<file path="src/core/sceh_pkg.sv">
package sceh_pkg;

  // dictionary indices
  localparam logic [15:0] IDX_ERR_HIST = 16'h1003;
  localparam logic [15:0] IDX_SYNC_CFG = 16'h1005;
  localparam logic [15:0] IDX_HW_VER   = 16'h1009;
  localparam logic [15:0] IDX_SW_VER   = 16'h100A;

  // error history layout
  localparam int          HIST_DEPTH   = 10;
  localparam logic [7:0]  SUB_COUNT    = 8'h00;
  localparam logic [7:0]  SUB_FIRST    = 8'h01;
  localparam logic [7:0]  SUB_LAST     = 8'h0A;
  localparam logic [7:0]  HIST_MAX     = 8'h0A;
  localparam logic [7:0]  ERR_NONE     = 8'h00;
  localparam logic [7:0]  ERR_TRACKING = 8'h03;
  localparam logic [7:0]  ERR_ENCODER  = 8'h24;
  localparam logic [7:0]  ERR_REF_UNSUP = 8'h25;

  // sync configuration word fields
  localparam int          SYNC_ID_LSB    = 0;
  localparam int          SYNC_ID_MSB    = 10;
  localparam int          SYNC_EXT_LSB   = 11;
  localparam int          SYNC_EXT_MSB   = 28;
  localparam int          SYNC_EXT_BIT   = 29;
  localparam int          SYNC_PROD_BIT  = 30;
  localparam logic [31:0] SYNC_CFG_RST   = 32'h0000_0000;
  localparam logic [6:0]  SYNC_NODE_BCAST = 7'h00;

  // version strings, four characters, first character in the low byte; values arbitrary
  localparam logic [31:0] HW_VER_STR   = 32'h3130_5748;
  localparam logic [31:0] SW_VER_STR   = 32'h3130_5753;

  typedef struct packed {
    logic        valid;
    logic        write;
    logic [15:0] index;
    logic [7:0]  sub;
    logic [31:0] wdata;
  } sceh_req_t;

  typedef struct packed {
    logic        valid;
    logic        abort;
    logic [31:0] rdata;
  } sceh_rsp_t;

  typedef struct packed {
    logic        valid;
    logic        ext;
    logic [28:0] id;
    logic [6:0]  node;
  } sceh_sync_t;

endpackage

</file>
<file path="src/core/sceh_od_top.sv">
`timescale 1ns/1ps
`default_nettype none
// Function
// - an encoder fault is recorded as code 36 and an unsupported reference type as code 37.
// - history sub-entries 02h to 0Ah are read-only and hold older codes in the same encoding.
// - the sync identifier comes from bits 0-10, and bit 29 picks 11-bit or 29-bit form.
// - with bit 29 set, bits 11-28 form the upper part of the 29-bit identifier.
// - sync messages are produced only while bit 30 of the sync word is one.
// - the master reads and writes the sync word and the device applies it.
// - a constant read-only entry gives the hardware version text.
// - a constant read-only entry gives the software version text.
// - the history keeps at most ten records of signalled errors.
// - writing zero to the history count empties it; other values are refused.
// - code 0 means no error, other codes name the cause, such as 3 for tracking.
module sceh_od_top
  import sceh_pkg::*;
(
  input  wire logic       I_CORE_CLK,
  input  wire logic       I_SYS_RST,
  input  wire sceh_req_t  I_REQ,
  input  wire logic       I_ERR_VALID,
  input  wire logic [7:0] I_ERR_CODE,
  input  wire logic       I_ENC_FAULT,
  input  wire logic       I_REF_UNSUP,
  input  wire logic       I_SYNC_TICK,
  output sceh_rsp_t       O_RSP,
  output sceh_sync_t      O_SYNC
);

  logic [7:0]  slot_code [HIST_DEPTH];
  logic [7:0]  slot_in   [HIST_DEPTH];
  logic        evt;
  logic [7:0]  evt_code;
  logic        clr;
  logic [7:0]  count_q;
  logic [7:0]  count_d;
  logic [31:0] sync_cfg_q;
  logic [31:0] sync_cfg_d;
  sceh_rsp_t   rsp_q;
  sceh_rsp_t   rsp_d;
  sceh_sync_t  sync_q;
  sceh_sync_t  sync_d;
  logic        ext_sel;

  // event selection: an external emergency code beats the two local fault sources
  always_comb begin
    evt      = I_ERR_VALID | I_ENC_FAULT | I_REF_UNSUP;
    evt_code = ERR_NONE;
    if (I_ERR_VALID) begin
      evt_code = I_ERR_CODE;
    end else if (I_ENC_FAULT) begin
      evt_code = ERR_ENCODER;
    end else if (I_REF_UNSUP) begin
      evt_code = ERR_REF_UNSUP;
    end
  end

  // clear request: only a zero written to the count entry
  assign clr = I_REQ.valid && I_REQ.write && I_REQ.index == IDX_ERR_HIST
               && I_REQ.sub == SUB_COUNT && I_REQ.wdata == 32'h0000_0000;

  // slot inputs: an event in the clear cycle survives as the only entry
  always_comb begin
    slot_in[0] = evt ? evt_code : ERR_NONE;
    for (int k = 1; k < HIST_DEPTH; k++) begin
      slot_in[k] = clr ? ERR_NONE : slot_code[k-1];
    end
  end

  genvar g;
  generate
    for (g = 0; g < HIST_DEPTH; g++) begin : g_slot
      sceh_hist_slot u_slot (
        .i_clk  (I_CORE_CLK),
        .i_rst  (I_SYS_RST),
        .i_load (evt | clr),
        .i_code (slot_in[g]),
        .o_code (slot_code[g])
      );
    end
  endgenerate

  // record count saturates at ten; oldest record falls off the end
  always_comb begin
    count_d = count_q;
    if (clr) begin
      count_d = evt ? 8'h01 : 8'h00;
    end else if (evt && count_q != HIST_MAX) begin
      count_d = count_q + 8'h01;
    end
  end

  // sync word: written whole, bit 31 stored and read back but never used by the sync producer
  always_comb begin
    sync_cfg_d = sync_cfg_q;
    if (I_REQ.valid && I_REQ.write && I_REQ.index == IDX_SYNC_CFG && I_REQ.sub == SUB_COUNT) begin
      sync_cfg_d = I_REQ.wdata;
    end
  end

  // dictionary access: answer one cycle after the request, abort on anything illegal
  always_comb begin
    rsp_d       = '0;
    rsp_d.valid = I_REQ.valid;
    if (I_REQ.valid) begin
      unique case (I_REQ.index)
        IDX_ERR_HIST: begin
          if (I_REQ.sub == SUB_COUNT) begin
            rsp_d.abort = I_REQ.write && !clr;
            rsp_d.rdata = I_REQ.write ? 32'h0000_0000 : {24'h00_0000, count_q};
          end else if (I_REQ.sub >= SUB_FIRST && I_REQ.sub <= SUB_LAST) begin
            rsp_d.abort = I_REQ.write;
            rsp_d.rdata = I_REQ.write ? 32'h0000_0000
                          : {24'h00_0000, slot_code[4'(I_REQ.sub - SUB_FIRST)]};
          end else begin
            rsp_d.abort = 1'b1;
          end
        end
        IDX_SYNC_CFG: begin
          rsp_d.abort = I_REQ.sub != SUB_COUNT;
          rsp_d.rdata = (I_REQ.write || rsp_d.abort) ? 32'h0000_0000 : sync_cfg_q;
        end
        IDX_HW_VER: begin
          rsp_d.abort = I_REQ.write || I_REQ.sub != SUB_COUNT;
          rsp_d.rdata = rsp_d.abort ? 32'h0000_0000 : HW_VER_STR;
        end
        IDX_SW_VER: begin
          rsp_d.abort = I_REQ.write || I_REQ.sub != SUB_COUNT;
          rsp_d.rdata = rsp_d.abort ? 32'h0000_0000 : SW_VER_STR;
        end
        default: begin
          rsp_d.abort = 1'b1;
        end
      endcase
    end
  end

  // sync producer: identifier form follows bit 29, bit 31 is left out on purpose
  assign ext_sel = sync_cfg_q[SYNC_EXT_BIT];
  always_comb begin
    sync_d       = '0;
    sync_d.valid = I_SYNC_TICK && sync_cfg_q[SYNC_PROD_BIT];
    sync_d.ext   = ext_sel;
    sync_d.id    = {ext_sel ? sync_cfg_q[SYNC_EXT_MSB:SYNC_EXT_LSB] : 18'h0_0000,
                    sync_cfg_q[SYNC_ID_MSB:SYNC_ID_LSB]};
    sync_d.node  = SYNC_NODE_BCAST;
  end

  // state registers
  always_ff @(posedge I_CORE_CLK or posedge I_SYS_RST) begin
    if (I_SYS_RST) begin
      count_q    <= 8'h00;
      sync_cfg_q <= SYNC_CFG_RST;
      rsp_q      <= '0;
      sync_q     <= '0;
    end else begin
      count_q    <= count_d;
      sync_cfg_q <= sync_cfg_d;
      rsp_q      <= rsp_d;
      sync_q     <= sync_d;
    end
  end

  assign O_RSP  = rsp_q;
  assign O_SYNC = sync_q;
endmodule // sceh_od_top
`default_nettype wire

</file>
<file path="src/core/sceh_hist_slot.sv">
`timescale 1ns/1ps
`default_nettype none
// one error-history slot: loads a new code or holds
module sceh_hist_slot
  import sceh_pkg::*;
(
  input  wire logic       i_clk,
  input  wire logic       i_rst,
  input  wire logic       i_load,
  input  wire logic [7:0] i_code,
  output logic      [7:0] o_code
);

  logic [7:0] code_q;
  logic [7:0] code_d;

  // next value
  always_comb begin
    code_d = i_load ? i_code : code_q;
  end

  // register
  always_ff @(posedge i_clk or posedge i_rst) begin
    if (i_rst) begin
      code_q <= ERR_NONE;
    end else begin
      code_q <= code_d;
    end
  end

  assign o_code = code_q;

endmodule // sceh_hist_slot
`default_nettype wire

</file>
<file path="config.mk">
export PLATFORM = sky130hd
export DESIGN_NAME = sceh_od_top
export DESIGN_NICKNAME = d
export VERILOG_FILES = /design/src/core/sceh_pkg.sv /design/src/core/sceh_od_top.sv /design/src/core/sceh_hist_slot.sv
export SDC_FILE = /design/constraint.sdc
export NUM_CORES = 1
export LEC_CHECK = 0
export BUFFER_PORTS_ARGS = -buffer_cell sky130_fd_sc_hd__buf_2
export CORE_MARGIN = 5
export CORE_UTILIZATION = 25
export CTS_BUF_LIST = sky130_fd_sc_hd__clkbuf_4 sky130_fd_sc_hd__clkbuf_8 sky130_fd_sc_hd__clkbuf_16
export CTS_CLUSTER_DIAMETER = 200
export DETAILED_ROUTE_END_ITERATION = 12
export PLACE_DENSITY_LB_ADDON = 0.3
export SLEW_MARGIN = 15
export SYNTH_ARGS = -nofsm -noshare
export SYNTH_HDL_FRONTEND = slang
export SYNTH_SLANG_ARGS = --single-unit
</file>
<file path="constraint.sdc">
create_clock -name I_CORE_CLK -period 7.8 [get_ports I_CORE_CLK]
set_input_delay 0.78 -clock I_CORE_CLK [delete_from_list [all_inputs] [get_ports I_CORE_CLK]]
set_output_delay 0.78 -clock I_CORE_CLK [all_outputs]
set_load 0.02 [all_outputs]
</file>
==> flow_summary_export.csv, run 1 <==
group,metric,value,unit
worst_hold_path,holdCritPathClass,"reg2reg",
sta,skew,7.699,ps
cts,clock-root-buffer,"clkbuf_16",
floorplan,pin_count,144,
placement,hpwlAfterDp,15340,um
cts,cts-resized-gates,0,
pwr,power_frac_comb,11.3,%
sta,finalHoldViolCount,0,
drt,drt_iter0_markers,496,
final_layout,fillers,3266,
sta,relSlewSlack,35.12,%
placement,dp_cells,1238,
synth,synthFlopType,"dfrtp_1",
run_status,status,"finished, final reports clean",
floorplan,row_count,65,
pwr,clockPowerShare,39.4,%
setup_path,crit_family,"simple AND/OR/NAND/NOR gates",
sta,finalCritPeriodShare,45.75,%
setup_path,r2r_setup_slack,6060,ps
global_route,antenna_found_initial,2,
pwr,leakagePower,4.596,nW
pwr,ir_drop,0.1389,mV
synth,ys_types,56,
sta,worst_pin_slew,971.0,ps
final_layout,final_cell_area,0.009704,sq mm
placement,gp_congestion,0.7993,
floorplan,dieHeight,189.9,um
floorplan,design.die.area,0.03606,sq mm
setup_path,max_stage_delay,810,ps
cts,clk_pin_slew,70,ps
setup_path,ff2ff_path_depth,7,
sta,timing.final.crit_period,3568,ps
setup_path,rr_endpoint,"count_q[6]",
global_route,grt_max_degree,112,
worst_hold_path,hold_depth,0,
worst_hold_path,hold_start,"sync_cfg_q[10]",
worst_hold_path,hold_path_end,"O_SYNC[17]",
drt,drt-total-wl,22440,um
global_route,grt_pass1_vias,6004,
setup_path,crit_chain,"buf_2 > buf_4 > inv_1 > ha_1 > or3b_1 > or3_1 > nor3_1 > and2_4 > a21oi_1",
cts,clk_path_buf_depth,2,
drt,wl_per_cell,17.65,um
sta,fin_ws,4232,ps
pwr,sw_frac_of_total,27.72,%
sta,rsz0062_at_grt,"no",
floorplan,start_util,25.51,%
synth,syn_area_per_cell,10.91,sq um
synth,synth_top_area_share,57.21,%
synth,synth_area,0.008092,sq mm
cts,cts_sinks,185,
pwr,p_sw,616.1,uW
pwr,seqPwrFrac,49.4,%
setup_path,path_class,"in2reg",
setup_path,cp-end-kind,"flop",
final_layout,layout-drive-gt1-share,28.11,%
setup_path,cp_max_fo,80,
cts,holdBufCountCts,0,
synth,ys_warn_count,0,
floorplan,die_width,189.9,um
drt,ant_nets,0,
synth,synth_area_leader_cell,"dfrtp_1",
placement,detailedPlace.worstSlack,3749,ps
setup_path,timing.rr.start,"count_q[0]",
sta,holdWs,406.0,ps
floorplan,coreArea,0.03172,sq mm
sta,final-setup-viol-count,0,
synth,ys_seq_area_share,57.21,%
global_route,grt_usage,12.47,%
global_route,gr-total-overflow,0,
setup_path,worstPathRequired,8070,ps
drt,drt_first_pass_iters,5,
synth,ys_seq_elements,185,
placement,dpl_cell_area,0.009105,sq mm
setup_path,cp_slowest_cell,"and2_4",
sta,slew_violations,0,
job,maxCapViolCount,0,
global_route,grt_pass1_wl,35350,um
synth,synthTopCellsByArea,"dfrtp_1, nand2_1, a21oi_1, mux2_2, mux4_2",
cts,htree_levels,4,
drt,remaining_drc_errors,0,
synth,synth_edf_count,0,
drt,viasPerCell,4.707,
sta,fmax,0.2802,GHz
final_layout,final_cells,1271,
setup_path,cp_num_buf_inv,3,
setup_path,worstPathArrival,3840,ps
synth,async_flop_share,100.0,%
cts,cts_buffers,17,
sta,final.setup.tns,0,ps
final_layout,area_growth,19.93,%
drt,vias,5982,
final_layout,final_nets,931,
cts,clock_latency,430,ps
pwr,power_density,229.1,mW/mm^2
synth,synth_cells,742,
pwr,internal-power,1.607,mW
cts,tritoncts,"yes",
placement,placement.io_buffers,136,
setup_path,crit_path_start_kind,"input pin",
cts,post_cts_buffers,0,
[cells in the mapped netlist (all sizes together) (5+ instances only)]
master  count
a21oi      94
a22o        8
a31oi       5
and2       20
and3       18
buf        27
clkbuf     26
dfrtp     185
inv        12
mux2       36
mux2i       6
mux4       16
nand2     167
nand3       6
nand4       9
nor2       13
nor3        5
nor4       14
xor2        5
[final cells by class]
class	count	area (sq um)	area share, %
Antenna cell	1	2.502	0.02579
Multi-Input combinational cell	498	3207	33.05
Tap cell	402	503.0	5.183
Inverter	12	52.55	0.5415
Clock buffer	18	439.2	4.526
Sequential cell	185	4629	47.70
Timing Repair Buffer	141	718.2	7.401
Clock inverter	14	152.6	1.573
[worst max-delay path by stage]
stage / cells past startpoint / slack [ps] / to / start
floorplan: 1 / 1990 / O_RSP[0] / I_SYS_RST
global placement: 9 / 3800 / count_q[0] / I_REQ[32]
detailed placement: 9 / 3750 / count_q[0] / I_REQ[32]
CTS: 9 / 4220 / count_q[3] / I_REQ[32]
global route: 9 / 3990 / g_slot[2].u_slot.o_code[1] / I_REQ[32]
finish: 9 / 4230 / g_slot[4].u_slot.o_code[7] / I_REQ[32]
[stage by stage]
stage	power, mW	utilization (%)
after global placement	1.364	28.71
final	2.223	30.60
after global routing	2.330	30.59
after floorplan	1.279	-
after detailed placement	1.369	28.71
after CTS	2.257	30.57
[placed cells by master (no fill, tap or decap), types with 4 or more instances in the layout]
master and instances:
dfrtp_1 185, nand2_1 167, buf_2 136, a21oi_1 84, mux2_2 33, and2_1 19, and3_1 18, clkbuf_16 17
mux4_2 16, nor4_1 13, nor2_1 11, inv_1 11, a21oi_2 10, nand4_1 9, a22o_1 8, conb_1 7
nand3_1 6, mux2i_1 6, xor2_1 5, a31oi_1 5, inv_8 5, buf_4 5, nor3_1 4, nor3b_1 4
a32oi_1 4, xnor2_1 4, o21ai_0 4, ha_1 4, inv_6 4, clkinv_4 4
[sequential cells by signal, indices dropped and copies added (netlist names)]
| signal | count |
|---|---|
| g_slot.u_slot.o_code | 80 |
| O_RSP | 34 |
| sync_cfg_q | 32 |
| O_SYNC | 31 |
| count_q | 8 |
[layer usage]
layer,vias to the layer above,share of wire [%],wire length (um),global-route usage [%]
li1,2816,-,-,-
met3,22,8.0,1804,3.523
met5,-,0.094,21,0
met2,205,44,9808,18.43
met1,2935,46,10390,17.92
met4,4,1.9,417,3.534
[power by group through the flow]
stage	sequential [mW]	clock, mW	combinational [mW]
2_1_floorplan	1.10	0	0.184
3_3_place_gp	1.11	0	0.251
3_5_place_dp	1.12	0	0.254
4_1_cts	1.10	0.905	0.255
5_1_grt	1.11	0.940	0.283
6_report	1.10	0.875	0.250
[kinds of logic (layout without fill, tap and decap cells)]
family | count (synthesis) | count (layout) | synth area share, %
AOI/OAI and AO/OA | 140 | 140 | 10.70
xor gates and xnor gates | 9 | 9 | 0.9741
adders and majority gates | 4 | 4 | 0.6185
buffers and inverters | 65 | 185 | 3.696
DFF | 185 | 185 | 57.21
muxes | 58 | 58 | 10.21
other | 1 | 8 | 0.04634
and+or+nand+nor | 280 | 280 | 16.55
Power figures use the tool's default switching activity.
==> run 2: changes to the inputs <==
==> constraint.sdc (replaced) <==
create_clock -name I_CORE_CLK -period 3.5 [get_ports I_CORE_CLK]
set_input_delay 0.35 -clock I_CORE_CLK [delete_from_list [all_inputs] [get_ports I_CORE_CLK]]
set_output_delay 0.35 -clock I_CORE_CLK [all_outputs]
set_load 0.02 [all_outputs]
==> run 2 against run 1 <==
Combinational power is 130% higher. Flip-flop and latch count stayed put. Via count is 1.8% lower. Final area is 1.7% higher. Hold slack worse by 290 ps. Highest routed layer unchanged. Utilization is 0.52 points higher. Wire length is 5.6% lower. Critical path depth is 1 lower. Sequential power is 120% higher. Clock power is 130% higher. Global-route usage is 0.49 points lower.
==> flow_summary_export.csv, run 2 (synthesis gave the netlist of run 1 again) <==
group,metric,value,unit
placement,hpwlAfterDp,15190,um
sta,rsz0062_at_grt,"no",
sta,slew_violations,0,
sta,final.setup.tns,0,ps
floorplan,row_count,65,
setup_path,cp-end-kind,"flop",
floorplan,dieHeight,189.9,um
drt,viasPerCell,4.588,
pwr,leakagePower,4.670,nW
drt,wl_per_cell,16.54,um
floorplan,design.die.area,0.03606,sq mm
final_layout,final_common_cell,"dfrtp_1",
floorplan,start_util,25.51,%
floorplan,coreArea,0.03172,sq mm
cts,cts_buffers,17,
drt,remaining_drc_errors,0,
setup_path,worstSetupStartpoint,"I_REQ[32]",
sta,fmax,0.4098,GHz
sta,finalHoldViolCount,0,
setup_path,cp_max_fo,12,
worst_hold_path,holdCritPathClass,"in2async",
sta,timing.final.crit_period,2440,ps
setup_path,timing.rr.start,"g_slot[0].u_slot.o_code[6]",
cts,post_cts_buffers,0,
drt,drt_first_pass_iters,5,
global_route,grt_max_degree,61,
floorplan,die_width,189.9,um
final_layout,final_nets,941,
final_layout,seq_area,0.004629,sq mm
setup_path,worstPathArrival,2750,ps
drt,ant_nets,0,
global_route,gr-total-overflow,0,
cts,tritoncts,"yes",
global_route,antenna_found_initial,3,
sta,relSlewSlack,35.68,%
cts,clk_pin_slew,80,ps
drt,drt-total-wl,21180,um
placement,placement.io_buffers,136,
final_layout,largest_reg_flops,80,
sta,skew,11.86,ps
sta,worst_pin_slew,962.7,ps
sta,finalCritPeriodShare,69.72,%
placement,gp_congestion,0.8096,
final_layout,multiInputGateArea,0.003196,sq mm
drt,drt_iter0_markers,425,
global_route,grt_pass1_vias,5934,
final_layout,layout-drive-gt1-share,28.93,%
global_route,grt_usage,11.99,%
setup_path,ff2ff_path_depth,5,
cts,clk_path_buf_depth,2,
floorplan,pin_count,144,
global_route,grt_pass1_wl,34090,um
pwr,power_density,507.0,mW/mm^2
drt,wl_met2,9283,um
cts,htree_levels,4,
final_layout,layout_common_cells,"dfrtp_1, nand2_1, buf_2, a21oi_1, mux2_2",
sta,final-setup-viol-count,0,
setup_path,r2r_setup_slack,1740,ps
cts,holdBufCountCts,0,
cts,clock_latency,440,ps
cts,cts-resized-gates,0,
setup_path,path_class,"in2reg",
drt,top_layer,"met5",
cts,cts_sinks,185,
setup_path,rr_endpoint,"O_RSP[6]",
final_layout,area_growth,21.96,%
drt,met1Wirelength,10360,um
drt,dr_wl_met3,1280,um
placement,dpl_cell_area,0.009245,sq mm
cts,clock-root-buffer,"clkbuf_16",
final_layout,fillers,3304,
job,maxCapViolCount,0,
setup_path,crit_path_start_kind,"input pin",
run_status,status,"finished, final reports clean",
setup_path,worstPathRequired,3810,ps
setup_path,crit_end,"O_RSP[32]",
final_layout,final_cell_area,0.009868,sq mm
pwr,ir_drop,0.3444,mV
drt,vias,5877,
run 2: cell types whose count changed in the layout (fill, tap and decap cells not counted), sizes merged:
cell | before | now
clkinvlp | 1 | 3
clkinv | 4 | 7
inv | 20 | 15
buf | 141 | 151
run 2: final cells by class:
class / count / area share, %
sequential: 185 / 46.91
multi-input combinational: 498 / 32.38
timing repair buffer: 151 / 8.799
tap: 402 / 5.097
clock buffer: 18 / 4.450
clock inverter: 14 / 1.838
inverter: 12 / 0.4945
antenna: 1 / 0.02536
run 2: where the power goes:
| part | internal, mW | switching [mW] | total (mW) |
|---|---|---|---|
| combinational | 0.259 | 0.309 | 0.568 |
| clock | 1.05 | 0.940 | 1.99 |
| sequential | 2.30 | 0.150 | 2.45 |
run 2: worst max-delay path, stage by stage:
cell	delay, ps
buf_2	140
inv_1	120
ha_1	270
or3b_1	460
or3_1	450
or4_4	700
o311ai_0	180
a31oi_1	80
run 2: routing by layer:
layer | up-vias | GRT usage (%)
li1 | 2852 | -
met1 | 2854 | 17.30
met2 | 150 | 17.74
met3 | 17 | 3.248
met4 | 4 | 3.311
met5 | - | 0
run 2: through the flow:
step	power, mW	instances	worst slack [ps]	hold slack [ps]	utilization, %
floorplan	2.852	748	164.4	367.1	-
global placement	3.054	1248	628.3	380.0	29.15
detailed placement	3.062	1248	591.5	383.7	29.15
CTS	5.065	1280	1060	100.4	31.10
global route	5.248	1281	899.2	117.0	31.11
finish	5.003	1281	1060	112.3	31.11
run 2: worst min path at each step:
| stage | from | end | slack, ps | depth (start not counted) |
|---|---|---|---|---|
| floorplan | sync_cfg_q[10] | O_SYNC[17] | 370 | 0 |
| global placement | sync_cfg_q[6] | O_SYNC[13] | 380 | 0 |
| detailed placement | sync_cfg_q[8] | O_SYNC[15] | 380 | 0 |
| CTS | I_ERR_CODE[0] | g_slot[0].u_slot.o_code[0] | 100 | 3 |
| global route | I_ERR_CODE[3] | g_slot[0].u_slot.o_code[3] | 120 | 2 |
| finish | I_SYS_RST | O_RSP[10] | 110 | 2 |
==> run 3: changes to the inputs <==
--- a/config.mk
+++ b/config.mk
@@ -5,6 +5,7 @@
 export SDC_FILE = /design/constraint.sdc
 export NUM_CORES = 1
 export LEC_CHECK = 0
+export ABC_AREA = 1
 export BUFFER_PORTS_ARGS = -buffer_cell sky130_fd_sc_hd__buf_2
 export CORE_MARGIN = 5
 export CORE_UTILIZATION = 25
==> constraint.sdc (replaced) <==
create_clock -name I_CORE_CLK -period 2.5 [get_ports I_CORE_CLK]
set_input_delay 0.25 -clock I_CORE_CLK [delete_from_list [all_inputs] [get_ports I_CORE_CLK]]
set_output_delay 0.25 -clock I_CORE_CLK [all_outputs]
set_load 0.02 [all_outputs]
==> run 3 against run 2 <==
Clock power rose by 34%. Synthesized area rose by 4.2%. Register-to-register slack got worse by 720 ps. Count of clock-buffer cells in the layout rose by 1. Largest cell class unchanged.
==> flow_summary_export.csv, run 3 <==
group,metric,value,unit
run_status,status,"finished, final reports clean",
synth,yosys-top-cells-count,"nand2_1, dfrtp_1, a21oi_1, nor2_1, inv_1",
drt,remaining_drc_errors,0,
sta,final-setup-viol-count,0,
floorplan,start_util,25.20,%
synth,synth_top_area_share,54.93,%
cts,htree_levels,4,
sta,timing.final.crit_period,1838,ps
setup_path,cp_num_buf_inv,4,
global_route,grt_usage,12.11,%
global_route,grt_pass1_vias,6754,
setup_path,cp_max_fo,41,
sta,finalHoldViolCount,0,
synth,ys_warn_count,0,
final_layout,layout-drive-gt1-share,16.75,%
drt,wl_per_cell,13.73,um
final_layout,fillers,3614,
cts,cts_sinks,185,
job,maxCapViolCount,0,
final_layout,final_common_cell,"nand2_1",
drt,drt_first_pass_iters,7,
floorplan,dieHeight,193.6,um
floorplan,pin_count,144,
cts,clock_latency,440,ps
synth,synth_edf_count,0,
sta,rsz0062_at_grt,"no",
final_layout,final_cells,1648,
pwr,ir_drop,0.5021,mV
cts,clk_path_buf_depth,2,
cts,clk_pin_slew,70,ps
setup_path,worstPathRequired,2800,ps
setup_path,path_class,"in2reg",
drt,ant_nets,0,
synth,ys_seq_area_share,54.93,%
setup_path,r2r_setup_slack,1020,ps
synth,synth_cells,1056,
sta,holdWs,24.83,ps
drt,drt-total-wl,22630,um
setup_path,crit_chain,"dlygate4sd3_1 > buf_2 > nand2_1 > nor2_1 > nand3_1 > nor2_1 > nand2_1 > inv_2 > buf_12 > a21oi_1",
cts,cts-resized-gates,0,
worst_hold_path,holdCritPathClass,"in2reg",
cts,tritoncts,"yes",
setup_path,max_stage_delay,530,ps
global_route,grt_max_degree,80,
global_route,grt_pass1_wl,37270,um
synth,synthTopCellsByArea,"dfrtp_1, nand2_1, a21oi_1, nand3_1, nor2_1",
sta,skew,17.12,ps
final_layout,seq_area,0.004629,sq mm
sta,worst_pin_slew,860.2,ps
floorplan,die_width,193.6,um
global_route,gr-total-overflow,0,
placement,placement.io_buffers,136,
synth,ys_types,32,
setup_path,worstPathArrival,2140,ps
placement,detailedPlace.worstSlack,461.9,ps
final_layout,diodes,0,
sta,fmax,0.5440,GHz
final_layout,layout_common_cells,"nand2_1, dfrtp_1, buf_2, a21oi_1, nor2_1",
setup_path,cp-end-kind,"flop",
floorplan,row_count,67,
sta,final.setup.tns,0,ps
drt,drt_iter0_markers,512,
placement,gp_congestion,0.8004,
placement,dp_cells,1610,
cts,cts_buffers,17,
final_layout,largest_reg_flops,80,
setup_path,crit_path_start_kind,"input pin",
synth,synthFlopType,"dfrtp_1",
synth,synth_area,0.008428,sq mm
synth,synth_area_leader_cell,"dfrtp_1",
setup_path,cp_slowest_cell,"dlygate4sd3_1",
sta,relSlewSlack,42.65,%
synth,async_flop_share,100.0,%
synth,yosysMostFrequentCell,"nand2_1",
pwr,leakagePower,4.969,nW
placement,hpwlAfterDp,15810,um
global_route,antenna_found_initial,0,
final_layout,area_growth,22.05,%
sta,finalCritPeriodShare,73.53,%
sta,fin_ws,661.9,ps
synth,ys_seq_elements,185,
floorplan,coreArea,0.03345,sq mm
sta,slew_violations,0,
drt,vias,6986,
pwr,power_density,676.9,mW/mm^2
floorplan,design.die.area,0.03748,sq mm
final_layout,multiInputGateArea,0.003194,sq mm
final_layout,final_nets,1263,
cts,clock-root-buffer,"clkbuf_16",
synth,syn_area_per_cell,7.981,sq um
setup_path,crit_family,"buffers and inverters",
drt,viasPerCell,4.239,
## run 3: changes by cell type after synthesis, sizes merged, moves of 36 or more
cell   before  now
nand3       6   78
mux2       36    0
nor2       13   96
nand2     167  376
inv        12   83
o21ai       4   45
## run 3: cells by family after synthesis
kind of cell | share of synthesized area [%]
flops | 54.93
xor+xnor | 0.3118
buf+inv | 7.438
simple gates | 27.81
compound gates | 8.522
other cells | 0.04449
fa+ha+maj | 0.5938
mux | 0.3563
## run 3: area by class of cell
type	count	area share, %
flip-flops and latches	185	45.01
multi-input cells	735	31.05
repair buffers	165	9.853
clock buffers	19	4.343
clock inverters	13	1.229
well taps	448	5.449
inverters	83	3.065
## run 3: timing repair
item	in CTS	in global routing
hold endpoints to repair	25	0
buffers inserted	0	0
hold buffers	6	0
## run 3: metrics by stage
stage	power [mW]	util (%)	cell area, sq um
2_1_floorplan	4.066	-	8454
3_3_place_gp	4.358	28.86	9653
3_5_place_dp	4.372	28.86	9653
4_1_cts	7.059	30.75	10290
5_1_grt	7.369	30.75	10290
6_report	6.963	30.75	10290
## run 3: metal layers
layer  up-vias  share of wire [%]  GRT usage, %
met5         -                  0             0
met4         0               0.92         2.885
met3        14                5.3         3.076
met2       177                 44         18.33
met1      3223                 49         17.46
li1       3572                  -             -
## run 3: where the power goes
part / internal [mW] / switching (mW)
clock: 1.36 / 1.29
sequential: 3.22 / 0.213
combinational: 0.356 / 0.515
total: 4.94 / 2.02
## run 3: path summary, 6_finish.rpt
path | startpoint | endpoint | depth (start not counted)
worst max-delay path | I_REQ[57] | g_slot[6].u_slot.o_code[5] | 10
worst min-delay path | I_ERR_CODE[1] | g_slot[0].u_slot.o_code[1] | 3
worst max register to register | count_q[0] | count_q[0] | 8
worst min register to register | sync_cfg_q[7] | O_SYNC[14] | 0
max in group asynchronous | I_SYS_RST | O_RSP[1] | 5
min in group asynchronous | I_SYS_RST | O_SYNC[32] | 3
## run 3: worst register-to-register path, stage by stage, from the launching register on
cell,delay (ps)
dfrtp_1,440
inv_1,70
ha_1,190
nand4_1,100
nand2_2,110
nand2_1,190
inv_1,110
nand2_1,70
o211ai_1,80
